==> config.mk <==
export PLATFORM = sky130hd
export DESIGN_NAME = mrzq_cmd
export DESIGN_NICKNAME = d
export VERILOG_FILES = /design/src/mrzq_edge_sync.v /design/src/mrzq_cmd.v
export VERILOG_INCLUDE_DIRS = /design/src
export SDC_FILE = /design/constraint.sdc
export NUM_CORES = 1
export LEC_CHECK = 0
export ABC_AREA = 1
export BUFFER_PORTS_ARGS = -buffer_cell sky130_fd_sc_hd__buf_2
export CAP_MARGIN = 20
export CORE_ASPECT_RATIO = 0.75
export CORE_MARGIN = 2
export CORE_UTILIZATION = 60
export DETAILED_ROUTE_END_ITERATION = 16
export GPL_ROUTABILITY_DRIVEN = 1
export GPL_TIMING_DRIVEN = 1
export PLACE_DENSITY = 0.86
export SETUP_SLACK_MARGIN = 0.05
export SLEW_MARGIN = 40
export SYNTH_ARGS = -nofsm -noshare
export SYNTH_HDL_FRONTEND = slang
export SYNTH_SLANG_ARGS = --single-unit
==> constraint.sdc <==
create_clock -name ref_clk -period 4.5 [get_ports ref_clk]
set_input_delay 0.225 -clock ref_clk [delete_from_list [all_inputs] [get_ports ref_clk]]
set_output_delay 0.225 -clock ref_clk [all_outputs]
set_load 0.01 [all_outputs]
==> src/mrzq_map.vh <==
// Constants for the mode-register write and impedance calibration command block.
`ifndef MRZQ_MAP_VH
`define MRZQ_MAP_VH
`define MRZQ_MA_RESET 8'h3F
`define MRZQ_MA_CAL 8'h0A
`define MRZQ_MA_PAT_A 8'h20
`define MRZQ_MA_PAT_B 8'h28
`define MRZQ_MA_ID 8'h05
`define MRZQ_MA_RO_LAST 8'h08
`define MRZQ_MA_RW_LAST 8'h13
`define MRZQ_CODE_INIT 8'hFF
`define MRZQ_CODE_LONG 8'hAB
`define MRZQ_CODE_SHORT 8'h56
`define MRZQ_CODE_DEFAULT 8'hC3
`define MRZQ_PAT_A 4'h5
`define MRZQ_PAT_B 4'hC
`define MRZQ_CLK_MHZ 50
`define MRZQ_T_MRW_CK 5
`define MRZQ_T_MRR_CK 2
`define MRZQ_T_INIT4_US 1
`define MRZQ_T_IMPEDANCE_CAL_INITIAL_US 1
`define MRZQ_T_IMPEDANCE_CAL_LONG_NS 360
`define MRZQ_T_IMPEDANCE_CAL_SHORT_NS 90
`define MRZQ_T_IMPEDANCE_CAL_DEFAULT_NS 50
`endif

==> src/mrzq_edge_sync.v <==
// Two-stage synchroniser with rising and falling edge pulses.
`timescale 1ns/1ps
module mrzq_edge_sync #(
  parameter W = 1
) (
  // Clock and reset.
  input wire ref_clk,
  input wire rst_n,
  // Asynchronous input and synchronised outputs.
  input wire [W-1:0] async_in,
  output wire [W-1:0] sync_out,
  output wire rise_out,
  output wire fall_out
);
  reg [W-1:0] meta_reg;
  reg [W-1:0] sync_reg;
  reg prev_reg;

  // Only sync_reg reads the first stage; edges come from the second stage.
  always @(posedge ref_clk) begin
    if (!rst_n) begin
      meta_reg <= {W{1'b0}};
      sync_reg <= {W{1'b0}};
      prev_reg <= 1'b0;
    end else begin
      meta_reg <= async_in;
      sync_reg <= meta_reg;
      prev_reg <= sync_reg[0];
    end
  end

  assign sync_out = sync_reg;
  assign rise_out = sync_reg[0] & ~prev_reg; // Edges come from bit 0 only.
  assign fall_out = ~sync_reg[0] & prev_reg;
endmodule // mrzq_edge_sync

==> src/mrzq_cmd.v <==
// Mode-register write, reset, read patterns and impedance calibration sequencing.
`timescale 1ns/1ps
`include "mrzq_map.vh"
module mrzq_cmd #(
  parameter INIT4_CYC = (`MRZQ_T_INIT4_US * `MRZQ_CLK_MHZ),
  parameter IMPEDANCE_CAL_INITIAL_CYC = (`MRZQ_T_IMPEDANCE_CAL_INITIAL_US * `MRZQ_CLK_MHZ),
  parameter IMPEDANCE_CAL_LONG_CYC = (`MRZQ_T_IMPEDANCE_CAL_LONG_NS * `MRZQ_CLK_MHZ) / 1000,
  parameter IMPEDANCE_CAL_SHORT_CYC = (`MRZQ_T_IMPEDANCE_CAL_SHORT_NS * `MRZQ_CLK_MHZ) / 1000,
  parameter IMPEDANCE_CAL_DEFAULT_CYC = (`MRZQ_T_IMPEDANCE_CAL_DEFAULT_NS * `MRZQ_CLK_MHZ) / 1000,
  parameter [7:0] ID_VALUE = 8'h5A
) (
  // Clock and reset.
  input wire ref_clk,
  input wire rst_n,
  // Command pins from the controller.
  input wire ck_pin,
  input wire cke_pin,
  input wire cs_n_pin,
  input wire [9:0] ca_pin,
  // Calibration pin strapped to the command supply.
  input wire zq_tied_pin,
  // Read data lanes, enable low while driven.
  output reg [7:0] dq_out,
  output reg dq_oe_n,
  // Internal state.
  output reg mr_busy,
  output reg auto_init,
  output reg zq_active,
  output reg [1:0] zq_impedance,
  output reg [7:0] mr_cfg_addr,
  output reg [7:0] mr_cfg_data
);
  localparam S_IDLE = 5'h01;
  localparam S_MRW = 5'h02;
  localparam S_MRR = 5'h04;
  localparam S_RST = 5'h08;
  localparam S_ZQ = 5'h10;
  localparam IMP_DEF = 2'h0;
  localparam IMP_CAL = 2'h1;
  localparam MRW_CYC = `MRZQ_T_MRW_CK;
  localparam MRR_CYC = `MRZQ_T_MRR_CK;

  wire [13:0] pins_sync;
  // Named slices of the resampled pins; bit 0 is the link clock level.
  wire zq_tied_s = pins_sync[13];
  wire cke_s = pins_sync[12];
  wire cs_n_s = pins_sync[11];
  wire [9:0] ca_s = pins_sync[10:1];
  wire ck_rise;
  wire ck_fall;
  reg [4:0] state_reg;
  reg [15:0] cnt_reg;
  reg [9:0] ca_r_reg;
  reg rise_hit_reg;
  reg [7:0] cal_cmd_reg;
  reg [3:0] pat_reg;
  reg pat_mode_reg;
  reg [2:0] beat_reg;
  reg [1:0] zq_target_reg;
  wire [7:0] ma = {ca_r_reg[9:4], ca_s[1:0]};

  // Strap, enable, chip select, CA bus and link clock all pass the same two stages.
  mrzq_edge_sync #(.W(14)) u_sync (
    .ref_clk(ref_clk),
    .rst_n(rst_n),
    .async_in({zq_tied_pin, cke_pin, cs_n_pin, ca_pin, ck_pin}),
    .sync_out(pins_sync),
    .rise_out(ck_rise),
    .fall_out(ck_fall)
  );

  // Command decode and sequencing.
  always @(posedge ref_clk) begin
    if (!rst_n) begin
      state_reg <= S_IDLE;
      cnt_reg <= 16'h0000;
      ca_r_reg <= 10'h000;
      rise_hit_reg <= 1'b0;
      cal_cmd_reg <= 8'h00;
      mr_cfg_addr <= 8'h00;
      mr_cfg_data <= 8'h00;
      pat_reg <= 4'h0;
      pat_mode_reg <= 1'b0;
      beat_reg <= 3'h0;
      zq_target_reg <= IMP_DEF;
      zq_impedance <= IMP_DEF;
      zq_active <= 1'b0;
      auto_init <= 1'b0;
      mr_busy <= 1'b0;
      dq_out <= 8'h00;
      dq_oe_n <= 1'b1;
    end else begin
      if (zq_tied_s) begin
        zq_impedance <= IMP_DEF;
      end
      case (state_reg)
        S_IDLE: begin
          dq_oe_n <= 1'b1;
          mr_busy <= 1'b0;
          auto_init <= 1'b0;
          if (ck_rise) begin
            ca_r_reg <= ca_s;
            // Chip select low, enable high and CA0..CA2 low is a register access.
            rise_hit_reg <= ~cs_n_s & cke_s & (ca_s[2:0] == 3'h0);
          end else if (ck_fall && rise_hit_reg) begin
            rise_hit_reg <= 1'b0;
            mr_busy <= 1'b1;
            if (!ca_r_reg[3]) begin
              state_reg <= S_MRW;
              cnt_reg <= MRW_CYC[15:0];
              if (ma == `MRZQ_MA_RESET) begin
                state_reg <= S_RST;
                cnt_reg <= INIT4_CYC[15:0];
                auto_init <= 1'b1;
                cal_cmd_reg <= 8'h00;
                mr_cfg_addr <= 8'h00;
                mr_cfg_data <= 8'h00;
                zq_impedance <= IMP_DEF;
              end else if (ma == `MRZQ_MA_CAL) begin
                cal_cmd_reg <= ca_s[9:2];
                if (!zq_tied_s) begin
                  state_reg <= S_ZQ;
                  zq_active <= 1'b1;
                  zq_target_reg <= IMP_CAL;
                  case (ca_s[9:2])
                    `MRZQ_CODE_INIT: cnt_reg <= IMPEDANCE_CAL_INITIAL_CYC[15:0];
                    `MRZQ_CODE_LONG: cnt_reg <= IMPEDANCE_CAL_LONG_CYC[15:0];
                    `MRZQ_CODE_SHORT: cnt_reg <= IMPEDANCE_CAL_SHORT_CYC[15:0];
                    `MRZQ_CODE_DEFAULT: begin
                      cnt_reg <= IMPEDANCE_CAL_DEFAULT_CYC[15:0];
                      zq_target_reg <= IMP_DEF;
                    end
                    default: begin
                      state_reg <= S_MRW;
                      zq_active <= 1'b0;
                    end
                  endcase
                end
              end else if (ma > `MRZQ_MA_RO_LAST && ma <= `MRZQ_MA_RW_LAST) begin
                mr_cfg_addr <= ma;
                mr_cfg_data <= ca_s[9:2];
              end
              // Other addresses are read-only or reserved and change nothing.
            end else begin
              state_reg <= S_MRR;
              beat_reg <= 3'h4;
              cnt_reg <= MRR_CYC[15:0];
              pat_mode_reg <= (ma == `MRZQ_MA_PAT_A) || (ma == `MRZQ_MA_PAT_B);
              if (ma == `MRZQ_MA_PAT_A) begin
                pat_reg <= `MRZQ_PAT_A;
              end else if (ma == `MRZQ_MA_PAT_B) begin
                pat_reg <= `MRZQ_PAT_B;
              end else begin
                pat_reg <= 4'h0;
              end
              if (ma == `MRZQ_MA_CAL) begin
                dq_out <= cal_cmd_reg;
              end else if (ma == mr_cfg_addr) begin
                dq_out <= mr_cfg_data;
              end else if (ma == `MRZQ_MA_ID) begin
                dq_out <= ID_VALUE;
              end else begin
                dq_out <= 8'h00;
              end
            end
          end
        end
        S_MRR: begin
          // One beat per link clock edge; register reads have the first beat already loaded.
          if (ck_rise || ck_fall) begin
            if (beat_reg == 3'h4) begin
              dq_oe_n <= 1'b0;
              dq_out <= pat_mode_reg ? {8{pat_reg[0]}} : dq_out;
            end else begin
              dq_out <= pat_mode_reg ? {8{pat_reg[0]}} : 8'h00;
            end
            // Bit time 0 sits in bit 0 of the pattern, so the pattern shifts right.
            pat_reg <= {1'b0, pat_reg[3:1]};
            if (beat_reg == 3'h0) begin
              state_reg <= S_IDLE;
              dq_oe_n <= 1'b1;
            end else begin
              beat_reg <= beat_reg - 3'h1;
            end
          end
        end
        S_MRW, S_RST, S_ZQ: begin
          // Periods count link clock rises for MRW, reference clocks otherwise.
          if ((state_reg != S_MRW) || ck_rise) begin
            if (cnt_reg <= 16'h0001) begin
              state_reg <= S_IDLE;
              auto_init <= 1'b0;
              if (state_reg == S_ZQ) begin
                zq_active <= 1'b0;
                zq_impedance <= zq_target_reg;
              end
            end else begin
              cnt_reg <= cnt_reg - 16'h0001;
            end
          end
        end
        default: state_reg <= S_IDLE;
      endcase
    end
  end
endmodule // mrzq_cmd

# After elaboration in Yosys (flattened, before gate mapping)
# Index checks and enable logic that the tools add are counted.
[totals]
ff_bits = 109
input_bits = 16
output_inout_bits = 30
wordCells = 188
[classes]
addsub = 2
order_cmp = 3
n_eq_ne = 34
muxes = 90
n_bitwise = 11
n_reduce_logical = 28
[op_table]
columns = ["cell", "count"]
rows = [
  ["two-way mux 8 bit", 17],
  ["two-way mux 16 bit", 5],
  ["two-way mux 5 bit", 11],
  ["one-hot mux 16 bit (2 select lines)", 1],
  ["!= test 2 bit (second input constant)", 15],
  ["== test 8 x 6 -> 1 bit (second input constant)", 3],
  ["== test 8 bit (second input constant)", 3],
  ["two-way mux 1 bit", 24],
  ["two-way mux 4 bit", 6],
  ["one-hot mux 6 bit (4 select lines)", 1],
  ["AND reduction 6 bit", 4],
  ["two-way mux 6 bit", 3],
  ["less-or-equal comparator 16 x 1 -> 1 bit (second input constant)", 1],
  ["two-way mux 2 bit", 8],
  ["one-hot mux 8 bit (2 select lines)", 1],
  ["subtractor 16 x 1 -> 16 bit (second input constant)", 1],
  ["two-way mux 3 bit", 5],
  ["one-hot mux 5 bit (3 select lines)", 1],
  ["AND reduction 5 bit", 3],
  ["AND reduction 10 bit", 1],
  ["nonzero test 2 bit", 5],
  ["== test 8 x 3 -> 1 bit (second input constant)", 1],
  ["== test 8 x 4 -> 1 bit (second input constant)", 1],
  ["== test 8 x 7 -> 1 bit (second input constant)", 1],
  ["28 further kinds", 46],
]

# Logic depth before layout (Yosys ltp)
# Gate-level depths: netlist of run 1.
[depth]
ltp_word = 10
depth_mapped = 13

# By module
# Synthesis of run 1 repeated with hierarchy kept, for this count alone.
[hier_totals]
hier_cells = 796
hier_area_um2 = 5215.0
[modules_own_cells]
columns = ["mod", "n_inst", "cells_per_inst", "area_each_um2", "seq_area_each_um2"]
rows = [
  ["mrzq_cmd", 1, 702, 4377.9, 1521.5],
  ["mrzq_edge_sync", 1, 94, 837.1, 580.6],
]

# Worst setup path after synthesis of run 1
# Ideal clock, no wire load.
[synth_timing]
path_kind = "reg-to-reg"
startpoint = "register cnt_reg[0]"
endpoint = "register cnt_reg[10]"
setup_ns = 0.070
arrival_time_ns = 1.563
t_required_ns = 4.430
setup_slack_ns = 2.866
path_stages_with_launch = 13
path_buffers = 1
period_less_slack_ns = 1.634
path_cell_list = "dfxtp_1 -> inv_1 -> ha_1 -> o21ai_0 -> nor2_1 -> nand2_1 -> inv_1 -> nand2_1 -> inv_1 -> nor2_4 -> buf_6 -> nand2_1 -> a21oi_1"
[synth_between]
elab_chain_len = 4
[synth_rtl]
columns = ["item", "line_no", "source"]
rows = [
  ["start: declaration", "mrzq_cmd.v:52", "reg [15:0] cnt_reg;"],
  ["start signal: assignment", "mrzq_cmd.v:110", "cnt_reg <= MRW_CYC[15:0];"],
  ["start signal: assignment", "mrzq_cmd.v:113", "cnt_reg <= INIT4_CYC[15:0];"],
  ["start signal: assignment", "mrzq_cmd.v:126", "`MRZQ_CODE_INIT: cnt_reg <= IMPEDANCE_CAL_INITIAL_CYC[15:0];"],
  ["subtractor 16 x 1 -> 16 bit", "mrzq_cmd.v:198", "cnt_reg <= cnt_reg - 16'h0001;"],
  ["two-way mux 16 bit", "mrzq_cmd.v:190", "if (cnt_reg <= 16'h0001) begin"],
  ["two-way mux 16 bit", "mrzq_cmd.v:189", "if ((state_reg != S_MRW) || ck_rise) begin"],
  ["one-hot mux 16 bit (2 select lines)", "mrzq_cmd.v:96", "case (state_reg)"],
]
# Several ways; a longest one is shown, not always the timed one. The select of a mux whose other input is x is not followed.
# A chain may end at the register's enable or synchronous reset.

# Final worst setup path of run 1
[layout_timing]
startpoint = "register state_reg[4]"
endpoint = "register state_reg[1]"
[layout_between]
elab_chain_len = 4
[layout_rtl]
columns = ["item", "line_no", "source"]
rows = [
  ["start: declaration", "mrzq_cmd.v:51", "reg [4:0] state_reg;"],
  ["start signal: assignment", "mrzq_cmd.v:75", "state_reg <= S_IDLE;"],
  ["start signal: assignment", "mrzq_cmd.v:109", "state_reg <= S_MRW;"],
  ["start signal: assignment", "mrzq_cmd.v:112", "state_reg <= S_RST;"],
  ["== test 5 bit (tied with other cells)", "mrzq_cmd.v:96", ""],
  ["OR reduction 3 bit or logical OR 1 bit (tied branches)", "mrzq_cmd.v:96, mrzq_cmd.v:189", ""],
  ["!= test 2 bit (no source line)", "--", ""],
  ["AND reduction 6 bit (no source line)", "--", ""],
]
# Several ways; a longest one is shown, not always the timed one.

==> results of run 1 <==
## per-stage QoR
stage                     power [mW]  hold WS [ps]  util [%]  setup slack [ps]
after floorplan                 1.86           323         -              2870
after global placement          2.01           397      63.6              2450
after detailed placement        2.04           397      63.6              2370
after CTS                       2.87          43.4      67.4              2350
after global routing            3.06          41.1      67.4              2070
final                           2.88          47.5      67.4              2300
## power groups by stage
stage	Combinational (mW)	Clock (mW)	Sequential [mW]
after detailed placement	0.917	0	1.13
after CTS	0.930	0.836	1.11
after global placement	0.892	0	1.12
after global routing	1.07	0.875	1.12
final	0.942	0.834	1.11
after floorplan	0.729	0	1.13
## layout make-up
cell class,count,area (sq um)
tap,108,135
inverter,103,389
multi-input combinational,525,2450
timing repair buffer,46,233
sequential,105,2100
clock inverter,7,92.6
fill,711,2720
clock buffer,9,225
## worst max-delay path: stages (launching register included)
cell,delay [ps]
dfxtp_1,320
inv_1,190
nand4_1,540
inv_2,370
o21ai_1,160
nand4_1,260
inv_2,70
nand2_1,60
nand2_1,60
nor2_1,110
## cell usage in the layout (no fill, tap or decap)
cell type and n:
o21ai_1 6, ha_1 6, nand4_4 1, inv_6 4, a21boi_0 1, nor2_4 3
nand3_1 27, xor2_1 10, nand3_2 2, nor2_2 3, xnor2_1 11, clkinv_8 1
nand2_2 5, dfxtp_1 105, nand2_1 219, and3_1 3, nand4_1 6, a21oi_4 1
bufinv_16 1, clkbuf_16 9, buf_2 45, inv_1 98, inv_4 1, inv_2 4
nand3_4 1, nor2_1 104, or2_2 1, o21bai_1 1, inv_8 1, o21ai_0 42
a21oi_1 60, nor3_1 11, o21ai_2 1, buf_4 1
## metal layers
layer  up-vias  track usage, %
li1       2418               -
met2       223            41.8
met4         0            7.50
met5         -               0
met3        23            6.71
met1      2110            34.8
## cell families (layout without fill, tap and decap cells)
group                      after synthesis  count (layout)
buffers and inverters                  128             165
AOI/OAI and AO/OA                      112             112
and+or+nand+nor                        386             386
DFF                                    105             105
adders and majority gates                6               6
xor gates and xnor gates                21              21
## worst max path at each step
stage	slack, ps	cells after the start	startpoint	to
3_3_place_gp	2450	9	u_sync.sync_out[2]$_SDFF_PN0_	mr_cfg_addr[4]$_SDFFE_PN0P_
3_5_place_dp	2370	8	ca_r_reg[5]$_SDFFE_PN0P_	mr_cfg_addr[0]$_SDFFE_PN0P_
6_report	2300	9	state_reg[4]$_SDFFE_PN0P_	state_reg[1]$_SDFFE_PN0P_
4_1_cts	2350	8	ca_r_reg[5]$_SDFFE_PN0P_	mr_cfg_data[3]$_SDFFE_PN0P_
5_1_grt	2070	8	ca_r_reg[5]$_SDFFE_PN0P_	mr_cfg_data[3]$_SDFFE_PN0P_
2_1_floorplan	2870	12	cnt_reg[0]$_SDFFE_PN0P_	cnt_reg[10]$_SDFFE_PN0P_
==> metrics.yaml, run 1 <==
cts_sinks: 105
clk_path_buf_depth: 2
routedWlPerCell_microns: 12.8
wl_met2_microns: 5290
power.density_nw_per_um2: 512
synth.area.top_cells: "dfxtp_1 (41%), nand2_1 (16%), nor2_1 (7.7%)"
clock-root-buffer: "clkbuf_16"
vias: 4774
synth_top_family_by_area: "simple AND/OR/NAND/NOR gates"
initial_utilization_pct: 60.8
drc_errors: 0
crit_required_ps: 4800
met1_length_microns: 5200
hold_depth: 3
p_leak_nw: 2.85
synth_simple_gate_area_share_pct: 31.7
dr_wl_met3_microns: 922
p_switching_mw: 1.08
swShare_pct: 37.6
synth_seq_area_share_pct: 41.4
firstDrtPassIters: 6
post_cts_buffers: 0
h-tree-depth: 3
outcome: "complete, no violations"
min-delay-start: "ca_pin[2]"
slew-limit-headroom_pct: 47.2
hold_class: "primary input to flip-flop"
yosysMostFrequentCell: "nand2_1"
io_buffer_count: 45
dp_hpwl_microns: 8240
grt_pass1_wl_microns: 19200
cts_resized: 0
drive_gt1_share_pct: 10.7
path_class: "flip-flop to flip-flop"
tightest_slew_ps: 791
cts_tree: "built"
core_region_area_sq_um: 8350
rr_endpoint: "state_reg[1]$_SDFFE_PN0P_"
min_to: "u_sync.meta_reg[3]$_SDFF_PN0_"
highest_layer: "met4"
die-area_sq_um: 9210
synthCells: 758
cts.clk_slew.worst_paths_ps: 70
areaGrowthSynthToFinish_pct: 10.9
power.internal_mw: 1.80
rows: 29
finClkSkew_ps: 10.2
synthFlopType: "dfxtp_1"
clkPwrFrac_pct: 28.9
die_w_microns: 110
gp_congestion: 0.902
pin_count: 46
final_cells: 903
r2r_slack_ps: 2300
syn-num-nets: 780
setup_viol: 0
overflow: 0
synth_compound_area_share_pct: 11.4
grt_setup_unrepaired: "false"
r2r_start: "state_reg[4]$_SDFFE_PN0P_"
yosys_warnings: 0
hold_violations: 0
fin_nets: 812
drt_iter0_markers: 519
finalCriticalPeriod_ps: 2200
largest_reg_flops: 16
synth_top_area_cell: "dfxtp_1"
critPathMaxFanout: 15
grt_use_total_pct: 26.1
cap_violations: 0
start_kind: "flip-flop"
hold_buffers: 0
cts_buffers: 9
ant_nets: 0
synth_area_per_cell_sq_um: 6.69
synth_mux_area_share_pct: 0
max-vdd-ir-drop_mv: 0.358
die_h_microns: 83.6
synth-xor-area-share_pct: 3.63
end_kind: "flip-flop"
routed_wl_microns: 11600
ys_seq_elements: 105
viasPerCell: 5.29
finalMaxSlewViolations: 0
yosys.area_share.adder_pct: 1.48
synth_area_sq_um: 5070
finalSetupTns_ps: 0
synth_cell_types: 31
synth-edff-count: 0
fin_crit_sh_pct: 48.8
max_freq_mhz: 455
first_global_vias: 4305
insertion_delay_ps: 360
diodes: 0
yosysTopAreaCellShare_pct: 41.4
synthArstFlopShare_pct: 0
pwr-share-comb_pct: 32.7
antenna_found_initial: 0
crit_arrival_ps: 2490
grt_max_degree: 82
dp.cells: 887
dpl-instance-area_sq_um: 5310
fin_area_sq_um: 5620
pwr-share-seq_pct: 38.4
synth_commonest_cells: "nand2_1 (219), dfxtp_1 (105), nor2_1 (104)"
reg2reg_depth: 9
No activity file was read; power rests on OpenSTA's default activity.
==> run 2: changes to the inputs <==
--- a/config.mk
+++ b/config.mk
@@ -11,11 +11,11 @@
 export CAP_MARGIN = 20
 export CORE_ASPECT_RATIO = 0.75
 export CORE_MARGIN = 2
-export CORE_UTILIZATION = 60
+export CORE_UTILIZATION = 54
 export DETAILED_ROUTE_END_ITERATION = 16
 export GPL_ROUTABILITY_DRIVEN = 1
 export GPL_TIMING_DRIVEN = 1
-export PLACE_DENSITY = 0.86
+export PLACE_DENSITY = 0.82
 export SETUP_SLACK_MARGIN = 0.05
 export SLEW_MARGIN = 40
 export SYNTH_ARGS = -nofsm -noshare
==> constraint.sdc (replaced) <==
create_clock -name ref_clk -period 2 [get_ports ref_clk]
set_input_delay 0.1 -clock ref_clk [delete_from_list [all_inputs] [get_ports ref_clk]]
set_output_delay 0.1 -clock ref_clk [all_outputs]
set_load 0.01 [all_outputs]
==> metrics.yaml, run 2 (synthesis gave the netlist of run 1 again) <==
fin_area_sq_um: 5890  # was 5620 sq um
final_common_cell: "nand2_1"  # unchanged
max-vdd-ir-drop_mv: 0.503  # was 0.358 mV
r2r_slack_ps: 190  # was 2300 ps
insertion_delay_ps: 350  # was 360 ps
r2r_start: "state_reg[4]$_SDFFE_PN0P_"  # unchanged
power.internal_mw: 4.15  # was 1.80 mW
swShare_pct: 36.3  # was 37.6%
vias: 4755  # was 4,774
initial_utilization_pct: 55.8  # was 60.8%
finClkSkew_ps: 8.77  # was 10.2 ps
hold_class: "primary input to flip-flop"  # unchanged
end_kind: "flip-flop"  # unchanged
routed_wl_microns: 11300  # was 11,600 microns
min-delay-start: "rst_n"  # was ca_pin[2]
min_to: "u_sync.sync_out[13]$_SDFF_PN0_"  # was u_sync.meta_reg[3]$_SDFF_PN0_
setup_viol: 0  # unchanged
core_region_area_sq_um: 9080  # was 8350 sq um
tightest_slew_ps: 776  # was 791 ps
pwr-share-seq_pct: 38.2  # was 38.4%
clk_path_buf_depth: 2  # unchanged
firstDrtPassIters: 5  # was 6
finalCriticalPeriod_ps: 1810  # was 2200 ps
drt_iter0_markers: 361  # was 519
pwr-share-comb_pct: 35.0  # was 32.7%
fin_crit_sh_pct: 90.3  # was 48.8%
rows: 30  # was 29
cp_cell_sequence: "inv_1 > nand4_4 > buf_4 > inv_4 > nand3_1 > nand2_1 > nand2_1 > inv_1 > o21ai_1 > a21oi_1"  # was inv_1 > nand4_1 > inv_2 > o21ai_1 > nand4_1 > inv_2 > nand2_1 > nand2_1 > nor2_1
drc_errors: 0  # unchanged
diodes: 0  # unchanged
clkPwrFrac_pct: 26.8  # was 28.9%
routedWlPerCell_microns: 11.9  # was 12.8 microns
h-tree-depth: 3  # unchanged
cts_buffers: 9  # unchanged
hold_violations: 0  # unchanged
cts_tree: "built"  # unchanged
overflow: 0  # unchanged
dp_hpwl_microns: 8160  # was 8240 microns
start_kind: "flip-flop"  # unchanged
cts_sinks: 105  # unchanged
gp_congestion: 0.959  # was 0.902
largest_reg_flops: 16  # unchanged
final_cell_mix: "nand2_1 (219), dfxtp_1 (104), nor2_1 (102)"  # was nand2_1 (219), dfxtp_1 (105), nor2_1 (104)
p_leak_nw: 2.96  # was 2.85 nW
io_buffer_count: 45  # unchanged
p_switching_mw: 2.37  # was 1.08 mW
viasPerCell: 5.01  # was 5.29
worst_path_largest_cell_delay_ps: 320  # was 540 ps
grt_use_total_pct: 23.2  # was 26.1%
grt_setup_unrepaired: "true"  # was false
crit_arrival_ps: 2070  # was 2490 ps
cts.clk_slew.worst_paths_ps: 70  # about the same
antenna_found_initial: 0  # unchanged
hold_depth: 4  # was 3
grt_max_degree: 44  # was 82
rr_endpoint: "beat_reg[2]$_SDFFE_PN0P_"  # was state_reg[1]$_SDFFE_PN0P_
slew-limit-headroom_pct: 48.2  # was 47.2%
crit_required_ps: 2270  # was 4800 ps
fin_nets: 839  # was 812
finalSetupTns_ps: 0  # unchanged
finalMaxSlewViolations: 0  # unchanged
critPathMaxFanout: 10  # was 15
clock-root-buffer: "clkbuf_16"  # unchanged
max_freq_mhz: 554  # was 455 MHz
pin_count: 46  # unchanged
reg2reg_depth: 10  # was 9
grt_pass1_wl_microns: 19100  # was 19,200 microns
areaGrowthSynthToFinish_pct: 16.1  # was 10.9%
outcome: "complete, no violations"  # unchanged
die-area_sq_um: 10200  # was 9210 sq um
cap_violations: 0  # unchanged
ant_nets: 0  # unchanged
path_class: "flip-flop to flip-flop"  # unchanged
fillers: 815  # was 711
die_h_microns: 87.9  # was 83.6 microns
drive_gt1_share_pct: 12.3  # was 10.7%
critPathSlowestCell: "dfxtp_1"  # was nand4_1
first_global_vias: 4390  # was 4,305
power.density_nw_per_um2: 1110  # was 512 nW/um^2
dpl-instance-area_sq_um: 5410  # was 5310 sq um
die_w_microns: 116  # was 110 microns
-- run 2: metal layers --
metal / wire (microns) / vias to the layer above / part of all wire [%] / global-route usage (%)
met3: 598 / 16 / 5.3 / 5.26
met5: 0 / - / 0 / 0
met4: 141 / 0 / 1.3 / 7.47
met2: 5120 / 131 / 45 / 38.2
li1: - / 2455 / - / -
met1: 5420 / 2153 / 48 / 30.6
-- run 2: critical path: cells and delay by family, from the launching register on --
| kind | cells | cell delay (ps) |
|---|---|---|
| AO/OA/AOI/OAI | 2 | 210 |
| buffers and inverters | 4 | 620 |
| flip-flops | 1 | 320 |
| AND/OR/NAND/NOR | 4 | 580 |
-- run 2: stage by stage --
stage	cells	utilization, %	hold slack, ps	power [mW]	setup WS (ps)
floorplan	758	-	198	4.19	366
global placement	918	59.6	288	4.58	175
detailed placement	918	59.6	283	4.66	72.5
CTS	948	64.4	269	6.43	61.0
global route	950	64.8	307	6.96	42.2
finish	950	64.8	280	6.52	195
-- run 2: cell type report --
| cell class | instances | area [sq um] | share of cell area, % |
|---|---|---|---|
| clock buffer | 10 | 229 | 3.89 |
| clock inverter | 6 | 68.8 | 1.17 |
| inverter | 103 | 389 | 6.61 |
| multi-input combinational | 525 | 2460 | 41.7 |
| sequential | 105 | 2100 | 35.7 |
| tap | 128 | 160 | 2.72 |
| timing repair buffer | 73 | 483 | 8.20 |
-- run 2: power groups by stage --
| stage | registers, mW | logic [mW] | clock network [mW] |
|---|---|---|---|
| 6_report | 2.49 | 2.28 | 1.75 |
| 2_1_floorplan | 2.55 | 1.64 | 0 |
| 4_1_cts | 2.49 | 2.17 | 1.78 |
| 3_3_place_gp | 2.52 | 2.06 | 0 |
| 3_5_place_dp | 2.53 | 2.13 | 0 |
| 5_1_grt | 2.51 | 2.59 | 1.86 |
-- run 2: timing repair --
| item | 4_1_cts | 5_1_grt |
|---|---|---|
| hold buffers | 14 | 0 |
| setup endpoints to repair | 0 | 34 |
| gates resized for setup | 0 | 5 |
| buffers inserted | 0 | 2 |
| hold endpoints to repair | 14 | 0 |
-- run 2: worst max-delay path by stage --
stage                                           to  slack [ps]                 startpoint
after floorplan           cnt_reg[10]$_SDFFE_PN0P_         370    cnt_reg[0]$_SDFFE_PN0P_
after global placement     cnt_reg[0]$_SDFFE_PN0P_         170    cnt_reg[0]$_SDFFE_PN0P_
after detailed placement   cnt_reg[0]$_SDFFE_PN0P_          70    cnt_reg[0]$_SDFFE_PN0P_
after CTS                  cnt_reg[0]$_SDFFE_PN0P_          60    cnt_reg[0]$_SDFFE_PN0P_
after global routing      cnt_reg[14]$_SDFFE_PN0P_          40    cnt_reg[0]$_SDFFE_PN0P_
final                     beat_reg[2]$_SDFFE_PN0P_         190  state_reg[4]$_SDFFE_PN0P_
